<file path="src/verilog/pdc_pkg.sv">
package pdc_pkg;

  localparam int CLK_HZ = 25_000_000;
  localparam int CLK_PERIOD_NS = 1_000_000_000 / CLK_HZ;

  // code width; the same logic builds for 10 or 8 bits
  localparam int CODE_BITS = 12;
  localparam logic [CODE_BITS-1:0] CODE_ZERO = 12'h000;
  localparam logic [CODE_BITS-1:0] CODE_FULL = 12'hfff;
  localparam int NUM_CH = 2;

  // period and idle counters must hold the nominal idle timeout
  localparam int CNT_W = 22;
  localparam int IDLE_TIMEOUT_MIN_MS = 50;
  localparam int IDLE_TIMEOUT_MS = 60;
  localparam int IDLE_TIMEOUT_MAX_MS = 70;
  localparam int IDLE_TIMEOUT_CYC_INT = IDLE_TIMEOUT_MS * (CLK_HZ / 1000);
  localparam logic [CNT_W-1:0] IDLE_TIMEOUT_CYC = CNT_W'(IDLE_TIMEOUT_CYC_INT);

  localparam int DLY_W = 8;
  localparam int COMPUTE_DELAY_NS = 3200;
  localparam int COMPUTE_DELAY_CYC_INT = COMPUTE_DELAY_NS / CLK_PERIOD_NS;
  localparam logic [DLY_W-1:0] COMPUTE_DELAY_CYC = DLY_W'(COMPUTE_DELAY_CYC_INT);

  localparam int MIN_HIGH_WIDTH_NS = 25;
  localparam int MIN_LOW_WIDTH_NS = 25;
  localparam logic [CNT_W-1:0] MIN_HIGH_WIDTH_CYC =
    CNT_W'((MIN_HIGH_WIDTH_NS + CLK_PERIOD_NS - 1) / CLK_PERIOD_NS);
  localparam logic [CNT_W-1:0] MIN_LOW_WIDTH_CYC =
    CNT_W'((MIN_LOW_WIDTH_NS + CLK_PERIOD_NS - 1) / CLK_PERIOD_NS);

  localparam logic [1:0] INIT_DONE_CNT = 2'h3;

  // register map, byte addresses
  localparam int ADDR_W = 4;
  localparam logic [ADDR_W-1:0] REG_CTRL = 4'h0;
  localparam logic [ADDR_W-1:0] REG_STATUS = 4'h4;
  localparam logic [ADDR_W-1:0] REG_CODE_A = 4'h8;
  localparam logic [ADDR_W-1:0] REG_CODE_B = 4'hc;
  localparam int CTRL_SOFT_PD_BIT = 0;
  localparam logic CTRL_SOFT_PD_RESET = 1'b0;
  localparam int STS_DRIVE_LSB = 0;
  localparam int STS_AWAKE_LSB = 2;
  localparam int STS_INT_REF_BIT = 4;
  localparam int STS_IDLE_SEL_BIT = 5;
  localparam int STS_REF_SEL_BIT = 6;
  localparam int STS_PD_BIT = 7;

endpackage

</file>
<file path="src/verilog/pdc_top.sv">
// Added by the designer: the address map and the Avalon-MM slave port.
`timescale 1ns/10ps
module pdc_top #(
  parameter logic [pdc_pkg::CNT_W-1:0] IDLE_TIMEOUT_CYC = pdc_pkg::IDLE_TIMEOUT_CYC
) (
  input wire logic i_clk,
  input wire logic i_rstn,
  input wire logic [pdc_pkg::NUM_CH-1:0] i_pwm_in,
  input wire logic i_idle_behaviour_select,
  input wire logic i_reference_source_select,
  input wire logic i_power_down_n,
  input wire logic [pdc_pkg::ADDR_W-1:0] i_avs_address,
  input wire logic i_avs_read,
  input wire logic i_avs_write,
  input wire logic [31:0] i_avs_writedata,
  input wire logic [3:0] i_avs_byteenable,
  output logic [31:0] o_avs_readdata,
  output logic o_avs_waitrequest,
  output logic [pdc_pkg::CODE_BITS-1:0] o_channel_voltage_a,
  output logic [pdc_pkg::CODE_BITS-1:0] o_channel_voltage_b,
  output logic [pdc_pkg::NUM_CH-1:0] o_channel_drive_en,
  output logic o_internal_ref_en,
  output logic o_external_ref_sel
);

  localparam int NS = pdc_pkg::NUM_CH + 3;
  localparam int CW = pdc_pkg::CNT_W;
  localparam int NB = pdc_pkg::CODE_BITS;

  logic [NS-1:0] sync1_ff;
  logic [NS-1:0] sync2_ff;
  logic [1:0] init_cnt_ff;
  logic init_done;
  logic idle_sel;
  logic ref_sel;
  logic pd_act;
  logic soft_pd_ff;
  logic wait_ff;
  logic [31:0] rdata_ff;
  logic int_ref_ff;
  logic ext_ref_ff;
  logic [pdc_pkg::NUM_CH-1:0] awake_vec;
  logic [pdc_pkg::NUM_CH-1:0][NB-1:0] code_vec;

  // pins are asynchronous; only the second stage is ever looked at
  always_ff @(posedge i_clk or negedge i_rstn) begin
    if (!i_rstn) begin
      sync1_ff <= '0;
      sync2_ff <= '0;
    end else begin
      sync1_ff <= {i_power_down_n, i_reference_source_select, i_idle_behaviour_select,
                   i_pwm_in};
      sync2_ff <= sync1_ff;
    end
  end

  assign idle_sel = sync2_ff[pdc_pkg::NUM_CH];
  assign ref_sel = sync2_ff[pdc_pkg::NUM_CH + 1];
  assign pd_act = ~sync2_ff[pdc_pkg::NUM_CH + 2] | soft_pd_ff;

  // straps are only trusted once the synchroniser has filled
  always_ff @(posedge i_clk or negedge i_rstn) begin
    if (!i_rstn) begin
      init_cnt_ff <= 2'h0;
    end else if (init_cnt_ff != pdc_pkg::INIT_DONE_CNT) begin
      init_cnt_ff <= init_cnt_ff + 2'h1;
    end
  end

  assign init_done = (init_cnt_ff == pdc_pkg::INIT_DONE_CNT);

  for (genvar c = 0; c < pdc_pkg::NUM_CH; c++) begin : g_ch
    logic lvl;
    logic prev_ff;
    logic rise;
    logic edge_any;
    logic timeout;
    logic pair_ok;
    logic start;
    logic [CW-1:0] per_cnt_ff;
    logic [CW-1:0] hi_cnt_ff;
    logic [CW-1:0] stb_cnt_ff;
    logic [CW-1:0] per_ff;
    logic [CW:0] rem_ff;
    logic [CW:0] rem_sh;
    logic [NB-1:0] quo_ff;
    logic [NB-1:0] code_ff;
    logic [pdc_pkg::DLY_W-1:0] dly_ff;
    logic busy_ff;
    logic drv_ff;
    logic awake_ff;
    logic have_prev_ff;
    logic force_zero_ff;
    logic force_full_ff;

    assign lvl = sync2_ff[c];
    assign rise = lvl & ~prev_ff;
    assign edge_any = lvl ^ prev_ff;
    assign timeout = ~edge_any && (stb_cnt_ff == IDLE_TIMEOUT_CYC - CW'(1));
    // a pair farther apart than the timeout saturates the period count
    assign pair_ok = have_prev_ff && (per_cnt_ff < IDLE_TIMEOUT_CYC)
                     && (per_cnt_ff >= CW'(pdc_pkg::COMPUTE_DELAY_CYC));
    assign start = rise && pair_ok && init_done && !pd_act;
    assign rem_sh = {rem_ff[CW-1:0], 1'b0};

    always_ff @(posedge i_clk or negedge i_rstn) begin
      if (!i_rstn) begin
        prev_ff <= 1'b0;
        per_cnt_ff <= '0;
        hi_cnt_ff <= '0;
        stb_cnt_ff <= '0;
      end else begin
        prev_ff <= lvl;
        if (rise) begin
          per_cnt_ff <= CW'(1);
          hi_cnt_ff <= CW'(1);
        end else begin
          if (per_cnt_ff != IDLE_TIMEOUT_CYC) begin
            per_cnt_ff <= per_cnt_ff + CW'(1);
          end
          if (lvl && hi_cnt_ff != IDLE_TIMEOUT_CYC) begin
            hi_cnt_ff <= hi_cnt_ff + CW'(1);
          end
        end
        // restarting on either edge lets an idle-high channel later time out low
        if (edge_any) begin
          stb_cnt_ff <= '0;
        end else if (stb_cnt_ff != IDLE_TIMEOUT_CYC) begin
          stb_cnt_ff <= stb_cnt_ff + CW'(1);
        end
      end
    end

    // restoring division, one quotient bit per cycle, done well inside the delay
    always_ff @(posedge i_clk or negedge i_rstn) begin
      if (!i_rstn) begin
        rem_ff <= '0;
        per_ff <= '0;
        quo_ff <= '0;
        force_zero_ff <= 1'b0;
        force_full_ff <= 1'b0;
      end else if (start) begin
        rem_ff <= {1'b0, hi_cnt_ff};
        per_ff <= per_cnt_ff;
        quo_ff <= '0;
        force_zero_ff <= (hi_cnt_ff < pdc_pkg::MIN_HIGH_WIDTH_CYC);
        force_full_ff <= ((per_cnt_ff - hi_cnt_ff) < pdc_pkg::MIN_LOW_WIDTH_CYC);
      end else if (busy_ff && dly_ff < pdc_pkg::DLY_W'(NB)) begin
        // fewer clock ticks per period leave low quotient bits noisy
        if (rem_sh >= {1'b0, per_ff}) begin
          rem_ff <= rem_sh - {1'b0, per_ff};
          quo_ff <= {quo_ff[NB-2:0], 1'b1};
        end else begin
          rem_ff <= rem_sh;
          quo_ff <= {quo_ff[NB-2:0], 1'b0};
        end
      end
    end

    always_ff @(posedge i_clk or negedge i_rstn) begin
      if (!i_rstn) begin
        code_ff <= pdc_pkg::CODE_ZERO;
        drv_ff <= 1'b0;
        awake_ff <= 1'b0;
        have_prev_ff <= 1'b0;
        busy_ff <= 1'b0;
        dly_ff <= '0;
      end else if (!init_done) begin
        busy_ff <= 1'b0;
      end else if (pd_act) begin
        drv_ff <= 1'b0;
        awake_ff <= 1'b0;
        have_prev_ff <= 1'b0;
        busy_ff <= 1'b0;
      end else begin
        if (!idle_sel && !awake_ff) begin
          awake_ff <= 1'b1;
          drv_ff <= 1'b1;
        end
        if (start) begin
          busy_ff <= 1'b1;
          dly_ff <= '0;
        end else if (busy_ff) begin
          dly_ff <= dly_ff + pdc_pkg::DLY_W'(1);
        end
        if (rise) begin
          awake_ff <= 1'b1;
          have_prev_ff <= 1'b1;
        end else if (timeout) begin
          busy_ff <= 1'b0;
          if (!idle_sel) begin
            code_ff <= lvl ? pdc_pkg::CODE_FULL : pdc_pkg::CODE_ZERO;
            drv_ff <= 1'b1;
          end else if (!lvl) begin
            awake_ff <= 1'b0;
            drv_ff <= 1'b0;
            have_prev_ff <= 1'b0;
          end
          // idle high in sample/hold keeps code and drive as they are
        end else if (busy_ff && dly_ff == pdc_pkg::COMPUTE_DELAY_CYC - pdc_pkg::DLY_W'(1)) begin
          busy_ff <= 1'b0;
          drv_ff <= 1'b1;
          if (force_zero_ff) begin
            code_ff <= pdc_pkg::CODE_ZERO;
          end else if (force_full_ff) begin
            code_ff <= pdc_pkg::CODE_FULL;
          end else begin
            code_ff <= quo_ff;
          end
        end
      end
    end

    assign awake_vec[c] = awake_ff;
    assign code_vec[c] = code_ff;
    assign o_channel_drive_en[c] = drv_ff;
  end

  assign o_channel_voltage_a = code_vec[0];
  assign o_channel_voltage_b = code_vec[1];

  always_ff @(posedge i_clk or negedge i_rstn) begin
    if (!i_rstn) begin
      int_ref_ff <= 1'b0;
      ext_ref_ff <= 1'b0;
    end else begin
      ext_ref_ff <= ref_sel;
      int_ref_ff <= init_done && !ref_sel && !pd_act && (|awake_vec);
    end
  end

  assign o_internal_ref_en = int_ref_ff;
  assign o_external_ref_sel = ext_ref_ff;

  function automatic logic [31:0] reg_read(input logic [pdc_pkg::ADDR_W-1:0] addr);
    logic [31:0] v;
    v = 32'h0000_0000;
    case (addr)
      pdc_pkg::REG_CTRL: begin
        v[pdc_pkg::CTRL_SOFT_PD_BIT] = soft_pd_ff;
      end
      pdc_pkg::REG_STATUS: begin
        v[pdc_pkg::STS_DRIVE_LSB +: pdc_pkg::NUM_CH] = o_channel_drive_en;
        v[pdc_pkg::STS_AWAKE_LSB +: pdc_pkg::NUM_CH] = awake_vec;
        v[pdc_pkg::STS_INT_REF_BIT] = int_ref_ff;
        v[pdc_pkg::STS_IDLE_SEL_BIT] = idle_sel;
        v[pdc_pkg::STS_REF_SEL_BIT] = ref_sel;
        v[pdc_pkg::STS_PD_BIT] = pd_act;
      end
      pdc_pkg::REG_CODE_A: begin
        v[NB-1:0] = code_vec[0];
      end
      pdc_pkg::REG_CODE_B: begin
        v[NB-1:0] = code_vec[1];
      end
      default: begin
        v = 32'h0000_0000;
      end
    endcase
    return v;
  endfunction

  // one wait cycle per access: accept, then release at the following edge
  always_ff @(posedge i_clk or negedge i_rstn) begin
    if (!i_rstn) begin
      wait_ff <= 1'b1;
      rdata_ff <= 32'h0000_0000;
    end else if (wait_ff && (i_avs_read || i_avs_write)) begin
      wait_ff <= 1'b0;
      if (i_avs_read) begin
        rdata_ff <= reg_read(i_avs_address);
      end
    end else begin
      wait_ff <= 1'b1;
    end
  end

  always_ff @(posedge i_clk or negedge i_rstn) begin
    if (!i_rstn) begin
      soft_pd_ff <= pdc_pkg::CTRL_SOFT_PD_RESET;
    end else if (!wait_ff && i_avs_write && i_avs_address == pdc_pkg::REG_CTRL
                 && i_avs_byteenable[0]) begin
      soft_pd_ff <= i_avs_writedata[pdc_pkg::CTRL_SOFT_PD_BIT];
    end
  end

  assign o_avs_readdata = rdata_ff;
  assign o_avs_waitrequest = wait_ff;

endmodule

</file>
<file path="config.mk">
export PLATFORM = sky130hd
export DESIGN_NAME = pdc_top
export DESIGN_NICKNAME = d
export VERILOG_FILES = /design/src/verilog/pdc_pkg.sv /design/src/verilog/pdc_top.sv
export SDC_FILE = /design/constraint.sdc
export NUM_CORES = 1
export LEC_CHECK = 0
export BUFFER_PORTS_ARGS = -buffer_cell sky130_fd_sc_hd__buf_2
export CAP_MARGIN = 30
export CORE_MARGIN = 2
export CORE_UTILIZATION = 60
export CTS_CLUSTER_DIAMETER = 40
export DETAILED_ROUTE_END_ITERATION = 12
export MAX_ROUTING_LAYER = met4
export PLACE_DENSITY = 0.78
export RECOVER_POWER = 100
export SETUP_SLACK_MARGIN = 0.3
export SLEW_MARGIN = 25
export SYNTH_ARGS = -nofsm -noshare
export SYNTH_HDL_FRONTEND = slang
export SYNTH_SLANG_ARGS = --single-unit
</file>
<file path="constraint.sdc">
create_clock -name i_clk -period 9.1 [get_ports i_clk]
set_clock_uncertainty 0.05 [all_clocks]
set_input_delay 1.82 -clock i_clk [delete_from_list [all_inputs] [get_ports i_clk]]
set_output_delay 1.82 -clock i_clk [all_outputs]
set_load 0.02 [all_outputs]
</file>
==> impl_metrics.env, run 1 <==
export IMPL_status="finished with violations"
export IMPL_violations="max-capacitance violations, max-slew violations"
export IMPL_place_hpwl_um=35400
export IMPL_ys_ff_latch=326
export IMPL_synth_edff_count=0
export IMPL_routed_via_density=6.02
export IMPL_synth_top_area_frac=0.398
export IMPL_vias=17100
export IMPL_root_buffer="clkbuf_16"
export IMPL_cts_resized=0
export IMPL_grt_usage=0.295
export IMPL_rsz0062_at_grt="false"
export IMPL_use_met2=0.467
export IMPL_final_hold_viol_count=0
export IMPL_clk_latency_ns=0.57
export IMPL_crit_arrival_ns=6.32
export IMPL_met1_usage=0.390
export IMPL_dieHeight_um=189
export IMPL_first_global_vias=16500
export IMPL_tns_ns=0
export IMPL_top_usage_layer="met2"
export IMPL_yosysMostFrequentCell="dfrtp_1"
export IMPL_clkTransAtPathRegs_ns=0.06
export IMPL_grt_pass1_wl_um=83200
export IMPL_drc=0
export IMPL_path_buf_inv=1
export IMPL_start_util=0.609
export IMPL_start_kind="flop"
export IMPL_syn_area_per_cell_um2=8.68
export IMPL_final_cells=2849
export IMPL_dpl_worst_slack_ns=5.11
export IMPL_diodes=0
export IMPL_n_fill_cell=2698
export IMPL_hp_class="flop to flop"
export IMPL_cts_buffers=46
export IMPL_fmax_mhz=169
export IMPL_syn_inst=2354
export IMPL_hold_ws_ns=0.301
export IMPL_cp_top_family="buffers and inverters"
export IMPL_crit_start="init_cnt_ff[0]"
export IMPL_syn_to_final_growth_pct=9.70
export IMPL_numPlacedInstances=2764
export IMPL_finalMaxSlewViolations=312
export IMPL_htree_num_levels=2
export IMPL_slowest_delay_ns=2.20
export IMPL_rr_endpoint="g_ch[1].force_full_ff"
export IMPL_first_pass_iters=5
export IMPL_endpoint="g_ch[1].force_full_ff"
export IMPL_dieWidth_um=189
export IMPL_die_area_um2=35500
export IMPL_clockBufferDepth=3
export IMPL_yosysTopAreaCell="dfrtp_1"
export IMPL_crit_slowest_cell="clkbuf_1"
export IMPL_final_area_um2=22400
export IMPL_finalWeightedCongestion=0.925
export IMPL_crit_required_ns=9.49
export IMPL_async_flop_share=1.00
export IMPL_cts_hold_buf=0
export IMPL_ant_nets=0
export IMPL_timing_rr_start="init_cnt_ff[0]"
export IMPL_tightestPinTransition_ns=3.38
export IMPL_path_depth=9
export IMPL_placed_area_um2=20900
export IMPL_crit_type="flop to flop"
export IMPL_r2r_slack_ns=3.18
export IMPL_clock_sinks=326
export IMPL_grt_max_degree=176
export IMPL_finalWorstSetupSlack_ns=3.18
export IMPL_utilization=0.668
export IMPL_slew_headroom=-1.25
export IMPL_finalCritPeriodShare=0.651
export IMPL_leakagePower_nw=10.3
export IMPL_setup_viol=0
export IMPL_synth_area_top_cells="dfrtp_1 40%, ha_1 6.4%, nand2_1 4.9%"
export IMPL_pin_count=110
export IMPL_yosys_warnings=0
export IMPL_post_cts_buffers=0
export IMPL_grt_overflow=0
export IMPL_core_area_um2=33500
export IMPL_cp_end_kind="flop"
export IMPL_finalCriticalPeriod_ns=5.92
export IMPL_synth_distinct_cells=82
export IMPL_grt_antenna_before_repair=0
export IMPL_met3_usage=0.0369
export IMPL_fin_nets=2523
export IMPL_yosysSeqAreaShare=0.399
export IMPL_fin_total_pwr_mw=4.13
export IMPL_critPathMaxFanout=77
export IMPL_ir_drop_mv=0.187
export IMPL_postRouteWirelength_um=50300
export IMPL_portBuffers=55
export IMPL_synth_common_cells="325 x dfrtp_1, 269 x nand2_1, 227 x nor2_1, 157 x o21ai_0, 139 x a21oi_1"
export IMPL_cts_tree="built"
export IMPL_synth_ff_type="dfrtp_1"
export IMPL_drtIter0Drc=1096
export IMPL_synth_area_um2=20400
export IMPL_crit_chain="ha_1, and2_0, o2111ai_1, nor3_1, clkbuf_1, o211ai_1, nor4_1, nand4_1, o21ai_0"
export IMPL_fp_row_count=67
export IMPL_p_per_area_nw_per_um2=184
export IMPL_drv_cap=6
export IMPL_drive_gt1_frac=0.0671
export IMPL_post_drt_wl_per_cell_um=17.6
export IMPL_reg2reg_depth=9
[layer usage]
metal / vias to the layer above / routed length [um]
met1: 8336 / 22400
met2: 468 / 23900
met5: - / 0
met3: 117 / 2160
met4: 0 / 1800
li1: 8220 / -
[layout make-up]
class                           instances  area (um2)  area share
Clock buffer                           57        1250      0.0559
Timing Repair Buffer                   70         333      0.0148
Multi-Input combinational cell       1789       11300       0.504
Tap cell                              448         561      0.0250
Clock inverter                         27         308      0.0137
Sequential cell                       326        8160       0.364
Inverter                              132         495      0.0221
[worst reg2reg max path, cell delays in order (launching register included)]
cell and delay (ns):
dfrtp_1 0.36, ha_1 0.45, and2_0 0.76, o2111ai_1 0.23
nor3_1 0.36, clkbuf_1 2.20, o211ai_1 0.29, nor4_1 0.63
nand4_1 0.29, o21ai_0 0.17
[kinds of logic (layout without fill, tap and decap cells)]
kind of cell,count (synthesis),after routing,synth area share
XOR/XNOR,176,176,0.0754
adder cells (fa/ha/maj),109,109,0.0682
AO/OA/AOI/OAI,535,535,0.168
other,1,20,0.000184
AND/OR/NAND/NOR,902,902,0.212
buffers and inverters,258,286,0.0519
multiplexers,47,47,0.0245
flip-flops,326,326,0.399
[cells in the final DEF (no fill, tap or decap), types with 9 or more instances in the layout]
cell	count
dfrtp_1	325
nand4_1	47
nand2_1	269
and3_1	22
xnor2_1	114
a31oi_1	9
clkbuf_16	47
mux2i_1	32
nor2b_1	24
nand2b_1	16
or3_1	17
nor4_1	22
a211oi_1	32
o21ai_0	157
o31ai_1	14
buf_2	12
xor2_1	62
clkbuf_1	54
nand3_1	82
or2_2	21
a21oi_1	139
nor3_1	55
and2_0	33
o21a_1	17
nor3b_1	12
a21o_1	58
and2_1	13
inv_1	131
mux2_2	14
ha_1	105
nor2_1	227
conb_1	20
o221ai_1	12
[state kept, by name, indices dropped and copies added, names as in the netlist, 2 cells and up]
| register | count |
|---|---|
| g_ch.busy_ff | 2 |
| g_ch.rem_ff | 44 |
| o_avs_readdata | 12 |
| g_ch.have_prev_ff | 2 |
| sync2_ff | 5 |
| g_ch.dly_ff | 16 |
| g_ch.quo_ff | 24 |
| g_ch.per_ff | 44 |
| init_cnt_ff | 2 |
| sync1_ff | 5 |
| g_ch.force_zero_ff | 2 |
| g_ch.awake_ff | 2 |
| g_ch.per_cnt_ff | 44 |
| g_ch.prev_ff | 2 |
| g_ch.drv_ff | 2 |
| o_channel_voltage_a | 12 |
| g_ch.stb_cnt_ff | 44 |
| g_ch.force_full_ff | 2 |
| g_ch.hi_cnt_ff | 44 |
| o_channel_voltage_b | 12 |
[power breakdown]
part           total, mW  internal, mW  switching [mW]
clock network       1.81          1.13           0.679
registers           1.55          1.49          0.0599
logic              0.780         0.329           0.451
[worst min path at each step]
| stage | from | endpoint | slack [ns] | cells after the start |
|---|---|---|---|---|
| floorplan | sync1_ff[0] | sync2_ff[0] | 0.28 | 0 |
| global placement | sync1_ff[2] | sync2_ff[2] | 0.28 | 0 |
| detailed placement | sync1_ff[4] | sync2_ff[4] | 0.29 | 0 |
| CTS | sync1_ff[0] | sync2_ff[0] | 0.30 | 0 |
| global route | sync1_ff[0] | sync2_ff[0] | 0.31 | 0 |
| finish | sync1_ff[4] | sync2_ff[4] | 0.30 | 0 |
No activity file was read; power rests on OpenSTA's default activity.
==> run 2, diff against run 1 <==
--- a/config.mk
+++ b/config.mk
@@ -8,11 +8,11 @@
 export BUFFER_PORTS_ARGS = -buffer_cell sky130_fd_sc_hd__buf_2
 export CAP_MARGIN = 30
 export CORE_MARGIN = 2
-export CORE_UTILIZATION = 60
+export CORE_UTILIZATION = 56
 export CTS_CLUSTER_DIAMETER = 40
 export DETAILED_ROUTE_END_ITERATION = 12
 export MAX_ROUTING_LAYER = met4
-export PLACE_DENSITY = 0.78
+export PLACE_DENSITY = 0.77
 export RECOVER_POWER = 100
 export SETUP_SLACK_MARGIN = 0.3
 export SLEW_MARGIN = 25
==> constraint.sdc (replaced) <==
create_clock -name i_clk -period 5.3 [get_ports i_clk]
set_clock_uncertainty 0.05 [all_clocks]
set_input_delay 1.06 -clock i_clk [delete_from_list [all_inputs] [get_ports i_clk]]
set_output_delay 1.06 -clock i_clk [all_outputs]
set_load 0.02 [all_outputs]
==> impl_metrics.env, run 2 (synthesis results as in run 1) <==
export IMPL_status="finished with violations"
export IMPL_violations="max-capacitance violations, max-slew violations"
export IMPL_crit_arrival_ns=4.70
export IMPL_clkPwrFrac=0.441
export IMPL_fin_nets=2527
export IMPL_final_hold_viol_count=0
export IMPL_routed_via_density=6.00
export IMPL_root_buffer="clkbuf_16"
export IMPL_slew_headroom=-1.24
export IMPL_cts_hold_buf=0
export IMPL_post_drt_wl_per_cell_um=17.9
export IMPL_place_hpwl_um=36200
export IMPL_fmax_mhz=233
export IMPL_cts_tree="built"
export IMPL_grt_pass1_wl_um=84600
export IMPL_start_kind="flop"
export IMPL_path_buf_inv=2
export IMPL_leakagePower_nw=10.4
export IMPL_mostFrequentLayoutCells="325 x dfrtp_1, 269 x nand2_1, 227 x nor2_1"
export IMPL_rsz0062_at_grt="false"
export IMPL_drive_gt1_frac=0.0710
export IMPL_htree_num_levels=2
export IMPL_clock_sinks=326
export IMPL_critPathMaxFanout=65
export IMPL_clkTransAtPathRegs_ns=0.06
export IMPL_final_common_cell="dfrtp_1"
export IMPL_crit_slowest_cell="clkbuf_2"
export IMPL_cts_resized=0
export IMPL_finalCriticalPeriod_ns=4.29
export IMPL_p_int_mw=4.97
export IMPL_postRouteWirelength_um=51200
export IMPL_tightestPinTransition_ns=3.36
export IMPL_dieHeight_um=195
export IMPL_finalMaxSlewViolations=151
export IMPL_fin_total_pwr_mw=7.15
export IMPL_finalCritPeriodShare=0.809
export IMPL_first_global_vias=16800
export IMPL_drtIter0Drc=1268
export IMPL_first_pass_iters=5
export IMPL_finalWeightedCongestion=0.955
export IMPL_dieWidth_um=195
export IMPL_post_cts_buffers=0
export IMPL_seq_power_share=0.372
export IMPL_setup_viol=0
export IMPL_crit_type="flop to flop"
export IMPL_drv_cap=4
export IMPL_pin_count=110
export IMPL_die_area_um2=38000
export IMPL_comb_power_share=0.187
export IMPL_clockBufferDepth=3
export IMPL_core_area_um2=35700
export IMPL_drc=0
export IMPL_p_switching_mw=2.18
export IMPL_cts_buffers=48
export IMPL_grt_antenna_before_repair=1
export IMPL_crit_chain="ha_1, and2_0, o2111ai_1, a211oi_4, buf_4, clkbuf_2, mux2_2"
export IMPL_portBuffers=55
export IMPL_grt_usage=0.278
export IMPL_n_fill_cell=2966
export IMPL_cp_end_kind="flop"
export IMPL_ant_nets=0
export IMPL_clk_latency_ns=0.59
export IMPL_grt_max_degree=121
export IMPL_netSwitchingFraction=0.304
export IMPL_start_util=0.572
export IMPL_grt_overflow=0
export IMPL_ir_drop_mv=0.316
export IMPL_tns_ns=0
export IMPL_vias=17200
export IMPL_fp_row_count=69
export IMPL_crit_required_ns=5.71
export IMPL_slowest_delay_ns=1.00
export IMPL_cp_top_family="buffers and inverters"
export IMPL_p_per_area_nw_per_um2=318
export IMPL_hp_class="flop to flop"
export IMPL_syn_to_final_growth_pct=10.2
-- run 2: cell types whose count changed in the layout (fill, tap and decap cells not counted), moves of 2 or more --
cell / delta
inv_6: +8
inv_8: +8
clkbuf_1: -7
bufinv_16: -4
buf_4: +3
clkinv_4: -3
clkinvlp_4: -3
and2_0: -2
and2_1: +2
clkbuf_16: +2
-- run 2: stage by stage --
step / utilization / std cells / setup WS [ns] / hold WS (ns) / cell area [um2]
2_1_floorplan: - / 2373 / 2.01 / 0.281 / 20500
3_3_place_gp: 0.587 / 2779 / 1.69 / 0.284 / 21000
3_5_place_dp: 0.587 / 2779 / 1.61 / 0.286 / 21000
4_1_cts: 0.632 / 2867 / 1.56 / 0.305 / 22600
5_1_grt: 0.630 / 2869 / 0.699 / 0.313 / 22500
6_report: 0.630 / 2869 / 1.01 / 0.303 / 22500
-- run 2: path summary, 6_finish.rpt --
check                      cells past startpoint                     to      startpoint  slack (ns)
max in group asynchronous                      3      g_ch[0].rem_ff[1]          i_rstn        1.34
min in group asynchronous                      1      g_ch[1].per_ff[3]          i_rstn        1.57
hold / removal                                 0            sync2_ff[0]     sync1_ff[0]        0.30
setup / recovery                               7  g_ch[0].force_zero_ff  init_cnt_ff[0]        1.01
hold reg to reg                                0            sync2_ff[0]     sync1_ff[0]        0.30
setup reg to reg                               7  g_ch[0].force_zero_ff  init_cnt_ff[0]        1.01
-- run 2: layout make-up --
class                           instances  area, um2  share of cell area
Sequential cell                       326       8160               0.362
Timing Repair Buffer                   72        382              0.0170
Inverter                              132        495              0.0220
Clock buffer                           55       1290              0.0573
Clock inverter                         33        310              0.0138
Antenna cell                            1       2.50            0.000111
Multi-Input combinational cell       1789      11300               0.502
Tap cell                              461        577              0.0256
-- run 2: routing by layer --
metal,share of wire,GRT usage,up-vias,routed length (um)
met5,0,-,-,0
met4,0.037,0.118,0,1880
met3,0.042,0.0321,112,2160
met2,0.50,0.463,474,25400
met1,0.43,0.346,8384,21800
li1,-,-,8243,-
-- run 2: power by group through the flow --
stage	Clock, mW	Combinational (mW)	Sequential, mW
global route	3.30	1.48	2.67
detailed placement	0	1.31	2.70
finish	3.15	1.34	2.66
floorplan	0	1.02	2.67
global placement	0	1.27	2.70
CTS	3.20	1.32	2.66
